[config.mk]
export PLATFORM = sky130hd
export DESIGN_NAME = wiil_top
export DESIGN_NICKNAME = d
export VERILOG_FILES = /design/src/wiil_pkg.sv /design/src/wiil_top.sv /design/src/wiil_wake_filter.sv /design/src/wiil_pulse_gen.sv
export SDC_FILE = /design/constraint.sdc
export NUM_CORES = 1
export LEC_CHECK = 0
export BUFFER_PORTS_ARGS = -buffer_cell sky130_fd_sc_hd__buf_2
export CORE_MARGIN = 8
export CORE_UTILIZATION = 58
export CTS_CLUSTER_DIAMETER = 60
export DETAILED_ROUTE_END_ITERATION = 10
export PLACE_DENSITY = 0.84
export SLEW_MARGIN = 15
export SYNTH_ARGS = -nofsm -noshare
export SYNTH_HDL_FRONTEND = slang
export SYNTH_HIERARCHICAL = 1
export SYNTH_SLANG_ARGS = --single-unit
[constraint.sdc]
create_clock -name clock -period 3.09 [get_ports clock]
set_clock_uncertainty 0.2 [all_clocks]
set_input_delay 0.1545 -clock clock [delete_from_list [all_inputs] [get_ports clock]]
set_output_delay 0.1545 -clock clock [all_outputs]
set_load 0.03 [all_outputs]
[src/wiil_pkg.sv]
// Shared constants, modes and carrier types of the wake input and interrupt logic.
package wiil_pkg;

	////////////////////////////////////////////////////////////////////////////
	// Clock and timing.
	localparam int CLOCK_PERIOD_NS = 10;
	localparam int WAKE_FILTER_TIME_NS = 16000;
	// A nominal filter time lands inside the 13 to 20 microsecond window.
	localparam int WAKE_FILTER_CYCLES = WAKE_FILTER_TIME_NS / CLOCK_PERIOD_NS;
	localparam int WAKE_FILTER_W = 11;
	localparam int INT_PULSE_TIME_NS = 100000;
	localparam int INT_GAP_TIME_NS = 100000;
	localparam int INT_PULSE_CYCLES = INT_PULSE_TIME_NS / CLOCK_PERIOD_NS;
	localparam int INT_GAP_CYCLES = INT_GAP_TIME_NS / CLOCK_PERIOD_NS;
	localparam int INT_CNT_W = 14;

	////////////////////////////////////////////////////////////////////////////
	// Wake pull field encodings.
	localparam logic [1:0] PULL_NONE = 2'h0;
	localparam logic [1:0] PULL_DOWN = 2'h1;
	localparam logic [1:0] PULL_UP = 2'h2;
	localparam logic [1:0] PULL_AUTO = 2'h3;

	////////////////////////////////////////////////////////////////////////////
	// Chip operating modes, driven by the mode machine outside this block.
	typedef enum logic [2:0] {
		MODE_INIT,
		MODE_NORMAL,
		MODE_STOP,
		MODE_RESTART,
		MODE_FAILSAFE,
		MODE_SLEEP
	} wiil_mode_t;

	////////////////////////////////////////////////////////////////////////////
	// Status carriers.
	typedef struct packed {
		logic busTimeout;
		logic busWake;
		logic timerWake;
		logic wakePinWake;
	} wiil_wake_a_t;

	typedef struct packed {
		logic gpioWake;
	} wiil_wake_b_t;

	typedef struct packed {
		logic [7:0] irqFaults;
		logic mainSupplyUndervoltage;
		logic watchdogFault;
		logic mainSupplyShort;
		logic thermalShutdownFlag;
		logic thermalSafeFlag;
		logic failure;
		logic powerOn;
		logic [1:0] deviceStateBits;
	} wiil_fail_t;

	localparam wiil_wake_a_t WAKE_A_RESET = '{default: 1'b0};
	localparam wiil_wake_b_t WAKE_B_RESET = '{default: 1'b0};
	localparam wiil_fail_t FAIL_RESET = '{default: '0};

	// Wake enables of the non-pin sources.
	typedef struct packed {
		logic busWakeEnable;
		logic timerWakeEnable;
		logic gpioIsWakeInput;
	} wiil_wake_en_t;

endpackage

[src/wiil_top.sv]
// Wake pin configuration, wake detection and interrupt signalling of the system basis chip.
//
// What this block does
// - Pull field: none, pull-down or pull-up.
// - Both pull bits: pull follows detected level.
// - Cyclic sense samples during high-side on-time.
// - Measurement blocks fault, test, GPIO, wake.
// - Measurement disables pulls and gates wake signal.
// - Measurement ignores but keeps wake settings.
// - Measurement keeps wake status, clears level.
// - Sleep while measuring with only wake pin: flag, restart.
// - Static sense needs level stable 16 us.
// - Normal/stop: interrupt low for pulse width.
// - Interrupt high at least the minimum gap.
// - Interrupt never changes the operating mode.
// - Class bit: wake only or wake plus failures.
// - Wake class needs the source wake-enabled.
// - Bus timeout governed only by its mask.
// - Global class adds failures; level never interrupts.
// - Supply, watchdog, thermal, power-on bits never interrupt.
// - No pulse starts in restart, fail-safe or sleep.
// - Stop entry with wake bits set pulses.
// - Visible status refreshed at pulse falling edge.
// - Events latched until cleared; level is live, or the last committed sample under cyclic sense.
`timescale 1ns/1ps
module wiil_top import wiil_pkg::*; #(
	parameter logic [INT_CNT_W-1:0] PULSE_CYCLES = INT_CNT_W'(INT_PULSE_CYCLES),
	parameter logic [INT_CNT_W-1:0] GAP_CYCLES = INT_CNT_W'(INT_GAP_CYCLES)
) (
	input wire logic clock,
	input wire logic rst_n,
	input wire logic clkEn,
	input wire wiil_mode_t chipMode,
	input wire logic wakePinLevel,
	input wire logic [1:0] wakePullControl,
	input wire logic wakeEnableControl,
	input wire logic cyclicSense,
	input wire logic highSideSwitchOn,
	input wire logic hvMeasureEnable,
	input wire logic faultOutputRequest,
	input wire logic faultOutTestOn,
	input wire logic gpioFunctionRequest,
	input wire wiil_wake_en_t wakeSourceEnable,
	input wire logic intGlobal,
	input wire logic busTimeoutIrqMask,
	input wire logic busWakeEvent,
	input wire logic busTimeoutEvent,
	input wire logic timerEvent,
	input wire logic gpioWakeEvent,
	input wire wiil_fail_t failEvents,
	input wire wiil_wake_a_t clearWakeA,
	input wire wiil_wake_b_t clearWakeB,
	input wire wiil_fail_t clearFail,
	input wire logic sleepRequest,
	input wire logic clearInvalidSleep,
	output logic interrupt_n,
	output logic pullUpOn,
	output logic pullDownOn,
	output logic faultOutputOn,
	output logic gpioFunctionOn,
	output logic wakeLevelStatus,
	output wiil_wake_a_t wakeEventStatusA,
	output wiil_wake_b_t wakeEventStatusB,
	output wiil_fail_t failStatus,
	output logic invalidSleepFlag,
	output logic restartRequest,
	output logic sleepGrant,
	output logic deviceWakeUp
);

	////////////////////////////////////////////////////////////////////////////
	// Decoding of the pulse modes and of set wake status, each used once.
	function automatic logic pulse_mode(input wiil_mode_t m);
		return m == MODE_NORMAL || m == MODE_STOP;
	endfunction

	function automatic logic any_wake(input wiil_wake_a_t a, input wiil_wake_b_t b);
		return (|a) || (|b);
	endfunction

	////////////////////////////////////////////////////////////////////////////
	// Wake path gating and pull sources.
	logic measOn;
	logic gatedLevel;
	logic filtLevel;
	logic filtChange;
	logic pullUp_next;
	logic pullDown_next;

	assign measOn = hvMeasureEnable;
	assign gatedLevel = measOn ? 1'b0 : wakePinLevel;

	// While measuring, every alternate pin function is held off.
	assign faultOutputOn = !measOn && (faultOutputRequest || faultOutTestOn);
	assign gpioFunctionOn = !measOn && gpioFunctionRequest;

	// The pull field stays stored outside; it only loses its effect here.
	always_comb begin
		pullUp_next = 1'b0;
		pullDown_next = 1'b0;
		if (!measOn) begin
			unique case (wakePullControl)
				PULL_NONE: begin
					pullUp_next = 1'b0;
				end
				PULL_DOWN: begin
					pullDown_next = 1'b1;
				end
				PULL_UP: begin
					pullUp_next = 1'b1;
				end
				PULL_AUTO: begin
					pullUp_next = wakeLevelStatus;
					pullDown_next = !wakeLevelStatus;
				end
			endcase
		end
	end

	always_ff @(posedge clock) begin
		if (!rst_n) begin
			pullUpOn <= 1'b0;
			pullDownOn <= 1'b0;
		end else if (clkEn) begin
			pullUpOn <= pullUp_next;
			pullDownOn <= pullDown_next;
		end
	end

	////////////////////////////////////////////////////////////////////////////
	// Static sense filter.
	wiil_wake_filter u_filter (
		.clock(clock),
		.rst_n(rst_n),
		.clkEn(clkEn),
		.clear(measOn),
		.levelIn(gatedLevel),
		.levelOut(filtLevel),
		.levelChange(filtChange)
	);

	////////////////////////////////////////////////////////////////////////////
	// Cyclic sense: the level seen during the high-side on-time is committed
	// when the on-time ends, and compared with the previous commit.
	logic hsOnPrev_reg;
	logic cycSample_reg;
	logic cycLevel_reg;
	logic cycValid_reg;
	logic cycChange;
	logic cycCommit;

	assign cycCommit = cyclicSense && !measOn && hsOnPrev_reg && !highSideSwitchOn;
	assign cycChange = cycCommit && cycValid_reg && (cycSample_reg != cycLevel_reg);

	always_ff @(posedge clock) begin
		if (!rst_n) begin
			hsOnPrev_reg <= 1'b0;
			cycSample_reg <= 1'b0;
			cycLevel_reg <= 1'b0;
			cycValid_reg <= 1'b0;
		end else if (clkEn) begin
			hsOnPrev_reg <= highSideSwitchOn;
			if (highSideSwitchOn) begin
				cycSample_reg <= gatedLevel;
			end
			if (!cyclicSense || measOn) begin
				cycValid_reg <= 1'b0;
				cycLevel_reg <= 1'b0;
			end else if (cycCommit) begin
				cycLevel_reg <= cycSample_reg;
				cycValid_reg <= 1'b1;
			end
		end
	end

	// Live level, or the last cycle sample while cyclic sense runs.
	always_ff @(posedge clock) begin
		if (!rst_n) begin
			wakeLevelStatus <= 1'b0;
		end else if (clkEn) begin
			if (measOn) begin
				wakeLevelStatus <= 1'b0;
			end else if (cyclicSense) begin
				wakeLevelStatus <= cycLevel_reg;
			end else begin
				wakeLevelStatus <= wakePinLevel;
			end
		end
	end

	////////////////////////////////////////////////////////////////////////////
	// Event collection.
	logic pinEvent;
	wiil_wake_a_t setWakeA;
	wiil_wake_b_t setWakeB;
	logic wakeIrq;
	logic failIrq;
	logic eventIrq;

	assign pinEvent = !measOn && wakeEnableControl && (cyclicSense ? cycChange : filtChange);

	always_comb begin
		setWakeA.busTimeout = busTimeoutEvent;
		setWakeA.busWake = busWakeEvent && wakeSourceEnable.busWakeEnable;
		setWakeA.timerWake = timerEvent && wakeSourceEnable.timerWakeEnable;
		setWakeA.wakePinWake = pinEvent;
		setWakeB.gpioWake = gpioWakeEvent && wakeSourceEnable.gpioIsWakeInput;
	end

	// Bus timeout answers to its own mask whatever the class bit says.
	assign wakeIrq = setWakeA.busWake || setWakeA.timerWake || setWakeA.wakePinWake
		|| setWakeB.gpioWake || (setWakeA.busTimeout && !busTimeoutIrqMask);
	// Only the general fault group interrupts; the reset-class bits never do.
	assign failIrq = intGlobal && (|failEvents.irqFaults);
	assign eventIrq = wakeIrq || failIrq;

	////////////////////////////////////////////////////////////////////////////
	// Latched status, set wins over a clear in the same cycle.
	wiil_wake_a_t wakeA_reg;
	wiil_wake_b_t wakeB_reg;
	wiil_fail_t fail_reg;
	wiil_wake_a_t wakeA_next;
	wiil_wake_b_t wakeB_next;
	wiil_fail_t fail_next;

	always_comb begin
		wakeA_next = (wakeA_reg & ~clearWakeA) | setWakeA;
		wakeB_next = (wakeB_reg & ~clearWakeB) | setWakeB;
		fail_next = (fail_reg & ~clearFail) | failEvents;
	end

	always_ff @(posedge clock) begin
		if (!rst_n) begin
			wakeA_reg <= WAKE_A_RESET;
			wakeB_reg <= WAKE_B_RESET;
			fail_reg <= FAIL_RESET;
		end else if (clkEn) begin
			wakeA_reg <= wakeA_next;
			wakeB_reg <= wakeB_next;
			fail_reg <= fail_next;
		end
	end

	////////////////////////////////////////////////////////////////////////////
	// Pending request and pulse sequencing.
	logic pending_reg;
	logic prevStop_reg;
	logic stopEntry;
	logic pulseAllowed;
	logic pulseActive;
	logic pulseStart;

	assign pulseAllowed = pulse_mode(chipMode);
	assign stopEntry = chipMode == MODE_STOP && !prevStop_reg && any_wake(wakeA_reg, wakeB_reg);

	always_ff @(posedge clock) begin
		if (!rst_n) begin
			prevStop_reg <= 1'b0;
		end else if (clkEn) begin
			prevStop_reg <= chipMode == MODE_STOP;
		end
	end

	// A request raised while a pulse or gap runs is simply kept until the
	// sequencer is idle again, so bursts merge into one further pulse.
	always_ff @(posedge clock) begin
		if (!rst_n) begin
			pending_reg <= 1'b0;
		end else if (clkEn) begin
			if (!pulseAllowed) begin
				pending_reg <= 1'b0;
			end else if (eventIrq || stopEntry) begin
				pending_reg <= 1'b1;
			end else if (pulseStart) begin
				pending_reg <= 1'b0;
			end
		end
	end

	wiil_pulse_gen #(
		.PULSE_CYCLES(PULSE_CYCLES),
		.GAP_CYCLES(GAP_CYCLES)
	) u_pulse (
		.clock(clock),
		.rst_n(rst_n),
		.clkEn(clkEn),
		.request(pending_reg),
		.allowed(pulseAllowed),
		.pulseActive(pulseActive),
		.pulseStart(pulseStart)
	);

	// Push-pull output; this block only reports and never drives the mode.
	always_ff @(posedge clock) begin
		if (!rst_n) begin
			interrupt_n <= 1'b1;
		end else if (clkEn) begin
			interrupt_n <= !(pulseActive || pulseStart);
		end
	end

	////////////////////////////////////////////////////////////////////////////
	// Host-visible status: snapshot taken as the pulse falls, clears apply
	// at once so a re-read after clearing shows the bit gone.
	always_ff @(posedge clock) begin
		if (!rst_n) begin
			wakeEventStatusA <= WAKE_A_RESET;
			wakeEventStatusB <= WAKE_B_RESET;
			failStatus <= FAIL_RESET;
		end else if (clkEn) begin
			if (pulseStart) begin
				wakeEventStatusA <= wakeA_next;
				wakeEventStatusB <= wakeB_next;
				failStatus <= fail_next;
			end else begin
				wakeEventStatusA <= wakeEventStatusA & ~clearWakeA;
				wakeEventStatusB <= wakeEventStatusB & ~clearWakeB;
				failStatus <= failStatus & ~clearFail;
			end
		end
	end

	////////////////////////////////////////////////////////////////////////////
	// Sleep request check and wake-up from low-power modes.
	logic pinOnlySource;
	logic badSleep;

	assign pinOnlySource = wakeEnableControl && !wakeSourceEnable.busWakeEnable
		&& !wakeSourceEnable.timerWakeEnable && !wakeSourceEnable.gpioIsWakeInput;
	assign badSleep = sleepRequest && measOn && pinOnlySource;

	always_ff @(posedge clock) begin
		if (!rst_n) begin
			invalidSleepFlag <= 1'b0;
			restartRequest <= 1'b0;
			sleepGrant <= 1'b0;
		end else if (clkEn) begin
			restartRequest <= badSleep;
			sleepGrant <= sleepRequest && !badSleep;
			if (badSleep) begin
				invalidSleepFlag <= 1'b1;
			end else if (clearInvalidSleep) begin
				invalidSleepFlag <= 1'b0;
			end
		end
	end

	always_ff @(posedge clock) begin
		if (!rst_n) begin
			deviceWakeUp <= 1'b0;
		end else if (clkEn) begin
			deviceWakeUp <= (chipMode == MODE_SLEEP || chipMode == MODE_FAILSAFE) && wakeIrq;
		end
	end

endmodule // wiil_top

[src/wiil_wake_filter.sv]
// Static-sense glitch filter on the wake pin level.
`timescale 1ns/1ps
module wiil_wake_filter import wiil_pkg::*; (
	input wire logic clock,
	input wire logic rst_n,
	input wire logic clkEn,
	input wire logic clear,
	input wire logic levelIn,
	output logic levelOut,
	output logic levelChange
);

	logic [WAKE_FILTER_W-1:0] count_reg;
	localparam logic [WAKE_FILTER_W-1:0] FILTER_LAST = WAKE_FILTER_W'(WAKE_FILTER_CYCLES - 1);

	////////////////////////////////////////////////////////////////////////////
	// A new level is accepted only after it held for the whole filter time.
	always_ff @(posedge clock) begin
		if (!rst_n) begin
			count_reg <= '0;
		end else if (clkEn) begin
			if (clear || levelIn == levelOut) begin
				count_reg <= '0;
			end else if (count_reg == FILTER_LAST) begin
				count_reg <= '0;
			end else begin
				count_reg <= count_reg + 1'b1;
			end
		end
	end

	always_ff @(posedge clock) begin
		if (!rst_n) begin
			levelOut <= 1'b0;
			levelChange <= 1'b0;
		end else if (clkEn) begin
			levelChange <= 1'b0;
			if (clear) begin
				levelOut <= 1'b0;
			end else if (levelIn != levelOut && count_reg == FILTER_LAST) begin
				levelOut <= levelIn;
				levelChange <= 1'b1;
			end
		end
	end

endmodule // wiil_wake_filter

[src/wiil_pulse_gen.sv]
// Interrupt pulse and minimum gap sequencer.
`timescale 1ns/1ps
module wiil_pulse_gen import wiil_pkg::*; #(
	parameter logic [INT_CNT_W-1:0] PULSE_CYCLES = INT_CNT_W'(INT_PULSE_CYCLES),
	parameter logic [INT_CNT_W-1:0] GAP_CYCLES = INT_CNT_W'(INT_GAP_CYCLES)
) (
	input wire logic clock,
	input wire logic rst_n,
	input wire logic clkEn,
	input wire logic request,
	input wire logic allowed,
	output logic pulseActive,
	output logic pulseStart
);

	typedef enum logic [1:0] {
		ST_IDLE,
		ST_PULSE,
		ST_GAP
	} wiil_pulse_st_t;

	wiil_pulse_st_t state_reg;
	logic [INT_CNT_W-1:0] count_reg;

	assign pulseActive = (state_reg == ST_PULSE);
	assign pulseStart = clkEn && state_reg == ST_IDLE && request && allowed;

	////////////////////////////////////////////////////////////////////////////
	// A running pulse always completes and is followed by the full gap, even
	// if the mode changes meanwhile, so the host never sees a runt pulse.
	always_ff @(posedge clock) begin
		if (!rst_n) begin
			state_reg <= ST_IDLE;
			count_reg <= '0;
		end else if (clkEn) begin
			unique case (state_reg)
				ST_IDLE: begin
					if (request && allowed) begin
						// The start cycle already drives the pin low, so it is the first pulse cycle.
						count_reg <= {{(INT_CNT_W-1){1'b0}}, 1'b1};
						state_reg <= ST_PULSE;
					end else begin
						count_reg <= '0;
					end
				end
				ST_PULSE: begin
					if (count_reg == PULSE_CYCLES - 1'b1) begin
						count_reg <= '0;
						state_reg <= ST_GAP;
					end else begin
						count_reg <= count_reg + 1'b1;
					end
				end
				ST_GAP: begin
					if (count_reg == GAP_CYCLES - 1'b1) begin
						count_reg <= '0;
						state_reg <= ST_IDLE;
					end else begin
						count_reg <= count_reg + 1'b1;
					end
				end
			endcase
		end
	end

endmodule // wiil_pulse_gen

### Word level (Yosys, flattened, before mapping)

Cells that the tools add are included.

| word-level totals | value |
|---|---|
| bits in registers | 87 |
| input port bits | 66 |
| logic and storage cells | 177 |

| operators by class | value |
|---|---|
| $add $sub $neg | 2 |
| eq/ne operators | 18 |
| multiplexer cells | 33 |
| bitwise logic cells | 12 |
| reduce and logical (&&, ||, !) cells | 65 |

Operators by type and width:

| kind | number |
|---|---|
| $and 17x17->17 | 2 |
| $logic_and 1x1->1 | 28 |
| $pmux 14 s2 | 1 |
| $mux 11 | 2 |
| $mux 1 | 21 |
| $mux 17 | 1 |
| $not 17->17 | 1 |
| $or 17x17->17 | 1 |
| $add 14x1->14 const B | 1 |
| $eq 14x14->1 const B | 1 |
| $mux 14 | 1 |
| $logic_or 1x1->1 | 13 |
| $add 11x1->11 const B | 1 |
| $eq 11x11->1 const B | 1 |
| $logic_not 1->1 | 11 |
| $reduce_and 2->1 | 5 |
| $and 4x4->4 | 2 |
| $reduce_or 8->1 | 1 |
| $eq 2x2->1 const B | 3 |
| $eq 3x3->1 const B | 2 |
| $mux 2 | 3 |
| $pmux 2 s3 | 1 |
| $reduce_bool 2->1 | 3 |
| $eq 2x1->1 const B | 2 |
| other kinds (18) | 22 |

### Longest topological paths before layout

| logic depth | value |
|---|---|
| word-level depth | 15 |
| gate-level depth with buffers | 9 |

### Cells and area by module

The synthesis kept the hierarchy.

By module, submodules not included:

| module | times used | cells each | area an instance (um^2) | sequential area each (um^2) |
|---|---|---|---|---|
| wiil_top | 1 | 329 | 2696.3 | 1161.1 |
| wiil_pulse_gen | 1 | 98 | 905.9 | 320.3 |
| wiil_wake_filter | 1 | 69 | 628.1 | 260.2 |

### Worst setup path before layout

OpenSTA, ideal clock, no wires.

| path | value |
|---|---|
| path type | reg-to-reg |
| start point | register u_pulse.state_reg[0] |
| end point | register failStatus[16] (netlist bit) |
| setup time | 76 ps |
| arrival time | 1611 ps |
| path slack | 1204 ps |
| cell stages (with the launch flop) | 10 |
| path buffers | 2 |
| clock period less this slack | 1886 ps |
| cell sequence | dfxtp_1 inv_1 ha_1 nand2_1 nor2_1 and2_1 clkbuf_1 clkbuf_1 o21ai_0 a21boi_0 |

| on the way | value |
|---|---|
| cells in the longest elaborated chain, start to end | 5 |

Ends and longest elaborated chain:

| element | line | source |
|---|---|---|
| start: declaration | wiil_pulse_gen.sv:22 | `wiil_pulse_st_t state_reg;` |
| start signal: assignment | wiil_pulse_gen.sv:33 | `state_reg <= ST_IDLE;` |
| start signal: assignment | wiil_pulse_gen.sv:41 | `state_reg <= ST_PULSE;` |
| start signal: assignment | wiil_pulse_gen.sv:49 | `state_reg <= ST_GAP;` |
| $logic_not 2->1 | wiil_pulse_gen.sv:26 | `assign pulseStart = clkEn && state_reg == ST_IDLE && request && allowed;` |
| $logic_and 1x1->1 (3 in series) | wiil_pulse_gen.sv:26 |  |
| via pulseStart | wiil_top.sv:251 | `logic pulseStart;` |
| $mux 17 | wiil_top.sv:311 | `if (pulseStart) begin` |
| end signal: assignment | wiil_top.sv:314 | `failStatus <= fail_next;` |
| end signal: assignment | wiil_top.sv:318 | `failStatus <= failStatus & ~clearFail;` |
| end: declaration | wiil_top.sv:64 | `output wiil_fail_t failStatus,` |

The timed path passes the listed nets, and every way through them passes these cells.
A chain may end at the register's enable or synchronous reset.

### Final worst setup path

| path | value |
|---|---|
| start point | input port chipMode[1] |
| end point | register failStatus[16] (netlist bit) |

| on the way | value |
|---|---|
| cells in the longest elaborated chain, start to end | 4 |

Ends and longest elaborated chain:

| element | line | source |
|---|---|---|
| start: declaration | wiil_top.sv:33 | `input wire wiil_mode_t chipMode,` |
| $eq 3x1->1 or $eq 3x2->1 (tied branches) | wiil_top.sv:74 | `return m == MODE_NORMAL \|\| m == MODE_STOP;` |
| $logic_or 1x1->1 * | wiil_top.sv:74 |  |
| via pulseAllowed | wiil_top.sv:249 | `logic pulseAllowed;` |
| $logic_and 1x1->1 * | wiil_pulse_gen.sv:26 |  |
| via pulseStart | wiil_top.sv:251 |  |
| $mux 17 * | wiil_top.sv:311 |  |

The timed path passes the listed nets; every way through them passes the cells marked *.

==> run metrics <==
number of iterations in the first detailed-routing pass 5; number of antenna violations at the first check in global routing 0; Critical Path AT about 3 ns; wire length on met2 between 6000 and 7000 µm; time the worst path needs with I/O delays and setup approximately 2.9 ns; Critical Path, Cell by Cell dlygate4sd3_1 > buf_2 > xnor2_1 > nor2_1 > nand2_1 > nor2_1 > buf_4 > and2_2 > o21ai_0 > a21boi_0 > dlygate4sd3_1; number of input and output port buffers inserted just under 100; relative area change from synthesis to final layout 36.1%; cell taking the most area after synthesis sky130_fd_sc_hd__dfxtp_1; top layer in use met4; GR Util All Layers about a quarter; final antenna-violating net count 0; Post-synth EDFFs 0; category of the worst setup path launch point input pin; slew of the pin with the lowest slew margin 0.565 ns; CTS sink count 87; final count of hold timing violations 0; Avg Cell Area, Syn 8.53 µm²; cell count along the critical path 11; proportion of layout cells with a drive suffix above 1 approximately a fifth; peak clock frequency supported by timing ~340 MHz; Max Transition Viols Final 0; number of max-cap violations 0; effective utilization at floorplan 59.0%; Final setup violation count 0; startpoint-to-endpoint class of the critical path input pin to flip-flop; worst-path fanout max 19; flip-flop and latch count after synthesis 87; width of the chip ~100 µm; count of cell types in the netlist 55; flip-flop cell with the highest count after synthesis sky130_fd_sc_hd__dfxtp_1; # nets final 730; run status complete, no violations; share of flip-flops with an asynchronous set or reset after synthesis 0%; Worst setup endpoint failStatus[16]$_SDFFE_PN0P_; Core Area 0.00718 mm²; WL/cell ~17 µm; Routed WL 13200 µm; worst min-delay path category input pin to flip-flop; H-tree lvl count 3; Multi-input gate area roughly 0.0024 mm²; final critical-path share of the clock period between 90% and 100%; Post-Synthesis Cell Area approximately 0.0042 mm²; number of DRC markers after the initial detailed-route iteration 297; non-filler cells, final around 760; die footprint approximately 0.010 mm²; most common cell after layout, fill and taps aside sky130_fd_sc_hd__buf_2; Cell Pwr Density 425 mW/mm²; setup total negative slack 0 ns; part of the Yosys area used for sequential elements between 40% and 50%; wire length of the first global-routing pass between 20000 and 25000 µm; remaining global-route overflow 0; number of remaining DRC errors 0; leading cell types by total area after synthesis sky130_fd_sc_hd__dfxtp_1 41%, sky130_fd_sc_hd__nor2b_1 7.8%, sky130_fd_sc_hd__nand2_1 6.5%; Leakage Power 2.26 nW; Rows 31; ratio of routed vias to standard cells 5.80; Mapped Nets 567; layout filler cell count ~400; Worst IR Drop VDD 0.000314 V; half-perimeter wire length after detailed placement roughly 7500 µm; Die H 101 µm; met3 WL just under 1000 µm; clock tree from TritonCTS done; cell with the biggest individual delay on the critical path sky130_fd_sc_hd__dlygate4sd3_1; critical path's largest stage delay roughly 0.58 ns; via count between 4000 and 5000; CTS root buffer sky130_fd_sc_hd__clkbuf_8; Met1 Wirelength approximately 5000 µm; Register Area approximately 0.0017 mm²; worst reg2reg endpoint failStatus[16]$_SDFFE_PN0P_; FF-to-FF Start u_pulse/state_reg[0]$_SDFFE_PN0P_; CP startpoint chipMode[1]; maximum buffer depth of the clock tree 2; ports placed on the boundary between 90 and 100; Largest delay share family, worst path buffers and inverters; maximum number of pins on one net before global-route repair 49; sum of buffers and inverters on the critical path 4; top library cells by usage in the layout, fill and taps aside 97 x sky130_fd_sc_hd__buf_2, 87 x sky130_fd_sc_hd__dfxtp_1, 74 x sky130_fd_sc_hd__dlygate4sd3_1; Worst EP required 3.19 ns; placed instance count 673; area share of the largest cell type after synthesis about 41%; setup slack, reg-to-reg approximately 0.5 ns; post-synthesis cell count ~500; Ys Warns 6; cts bufs inserted 9; clk_lat worst skew ~0.36 ns; placer's final routability congestion estimate 0.872; nature of the critical path endpoint flip-flop; clk slew on worst S/H paths about 0.090 ns; Reg2Reg Depth 9; via count of the first global-routing pass between 4000 and 5000; tightest slew margin relative to the limit between 60 and 70%; RSZ-0062 raised after global routing no
[cells in the mapped netlist, types with 2 or more instances]
master,number
sky130_fd_sc_hd__inv_1,7
sky130_fd_sc_hd__and2_1,4
sky130_fd_sc_hd__nor4b_4,2
sky130_fd_sc_hd__and3_1,4
sky130_fd_sc_hd__nor3_1,4
sky130_fd_sc_hd__o21a_1,2
sky130_fd_sc_hd__nand4_1,11
sky130_fd_sc_hd__o21ai_0,49
sky130_fd_sc_hd__a21oi_1,9
sky130_fd_sc_hd__a21boi_0,27
sky130_fd_sc_hd__mux2_2,2
sky130_fd_sc_hd__nand2b_1,7
sky130_fd_sc_hd__buf_4,4
sky130_fd_sc_hd__nand2_1,73
sky130_fd_sc_hd__a21boi_1,2
sky130_fd_sc_hd__a2bb2oi_1,3
sky130_fd_sc_hd__nor4b_1,2
sky130_fd_sc_hd__clkbuf_1,19
sky130_fd_sc_hd__ha_1,5
sky130_fd_sc_hd__dfxtp_1,87
sky130_fd_sc_hd__xor2_1,10
sky130_fd_sc_hd__nor2b_1,53
sky130_fd_sc_hd__xnor2_1,12
sky130_fd_sc_hd__mux2i_1,3
sky130_fd_sc_hd__nand4b_1,3
sky130_fd_sc_hd__and2b_2,2
sky130_fd_sc_hd__and4_1,4
sky130_fd_sc_hd__nor2_1,34
sky130_fd_sc_hd__a22oi_1,19
sky130_fd_sc_hd__a32oi_1,2
sky130_fd_sc_hd__nor4_1,2
sky130_fd_sc_hd__nand3_1,6
[how the worst min path moves through the flow]
stage | start | endpoint | slack, ns | cells past startpoint
floorplan | rst_n | u_filter/levelChange$_SDFFE_PN0P_ | 0.07 | 1
global placement | clearInvalidSleep | invalidSleepFlag$_SDFFE_PN0P_ | 0.24 | 4
detailed placement | failStatus[9]$_SDFFE_PN0P_ | failStatus[9]$_SDFFE_PN0P_ | 0.26 | 2
CTS | gpioWakeEvent | wakeB_reg$_SDFFE_PN0P_ | 0.04 | 4
global route | timerEvent | wakeA_reg[1]$_SDFFE_PN0P_ | 0.08 | 4
finish | gpioWakeEvent | wakeB_reg$_SDFFE_PN0P_ | 0.05 | 4
[per-layer routing]
layer / GRT usage [%] / up-vias
met1: 27.0 / 2075
met4: 14.1 / 0
met5: 0 / -
met2: 47.0 / 249
li1: - / 2046
met3: 5.57 / 64
[stage by stage]
stage / worst slack [ns] / util, % / cell area [µm²] / power [mW] / hold WS (ns)
2_1_floorplan: 1.20 / - / 4230 / 1.32 / 0.0723
3_3_place_gp: 0.901 / 66.5 / 4770 / 1.40 / 0.241
3_5_place_dp: 0.766 / 66.5 / 4770 / 1.41 / 0.256
4_1_cts: 0.128 / 80.2 / 5750 / 2.43 / 0.0366
5_1_grt: 0.0137 / 80.2 / 5750 / 2.52 / 0.0754
6_report: 0.188 / 80.2 / 5760 / 2.45 / 0.0482
[layout make-up]
class | instances | share of cell area (%)
Tap cell | 99 | 2.15
Inverter | 7 | 0.456
Clock buffer | 9 | 2.15
Sequential cell | 87 | 30.3
Antenna cell | 1 | 0.0435
Timing Repair Buffer | 176 | 22.0
Multi-Input combinational cell | 378 | 40.9
Clock inverter | 7 | 2.04
[where the power goes]
group	switching (mW)	internal [mW]
registers	0.0164	1.15
clock network	0.423	0.540
logic	0.157	0.166
total	0.597	1.85
[cell families (layout without fill, tap and decap cells)]
group                    count (synthesis)  count (layout)  share of synthesized area, %
AO/OA/AOI/OAI                          124             124                          19.4
XOR/XNOR                                22              22                          4.55
adder cells (fa/ha/maj)                  5               5                          1.48
buffers and inverters                   31             199                          3.14
flip-flops                              87              87                          41.2
multiplexers                             5               5                          1.24
other                                    0               1                             0
AND/OR/NAND/NOR                        222             222                          29.0
[tightest hold or removal path: cells and delay by family]
family	cells	cell delay [ns]
AND/OR/NAND/NOR	2	0.20
buffers and inverters	1	0.07
AO/OA/AOI/OAI	1	0.15
[repair_timing]
| item | in CTS | in global routing |
|---|---|---|
| resized for setup | 0 | 1 |
| endpoints found under the setup margin | 0 | 2 |
| setup buffers | 0 | 0 |
| hold endpoints to repair | 56 | 0 |
| hold buffers | 74 | 0 |
(Power assumes the default switching activity.)
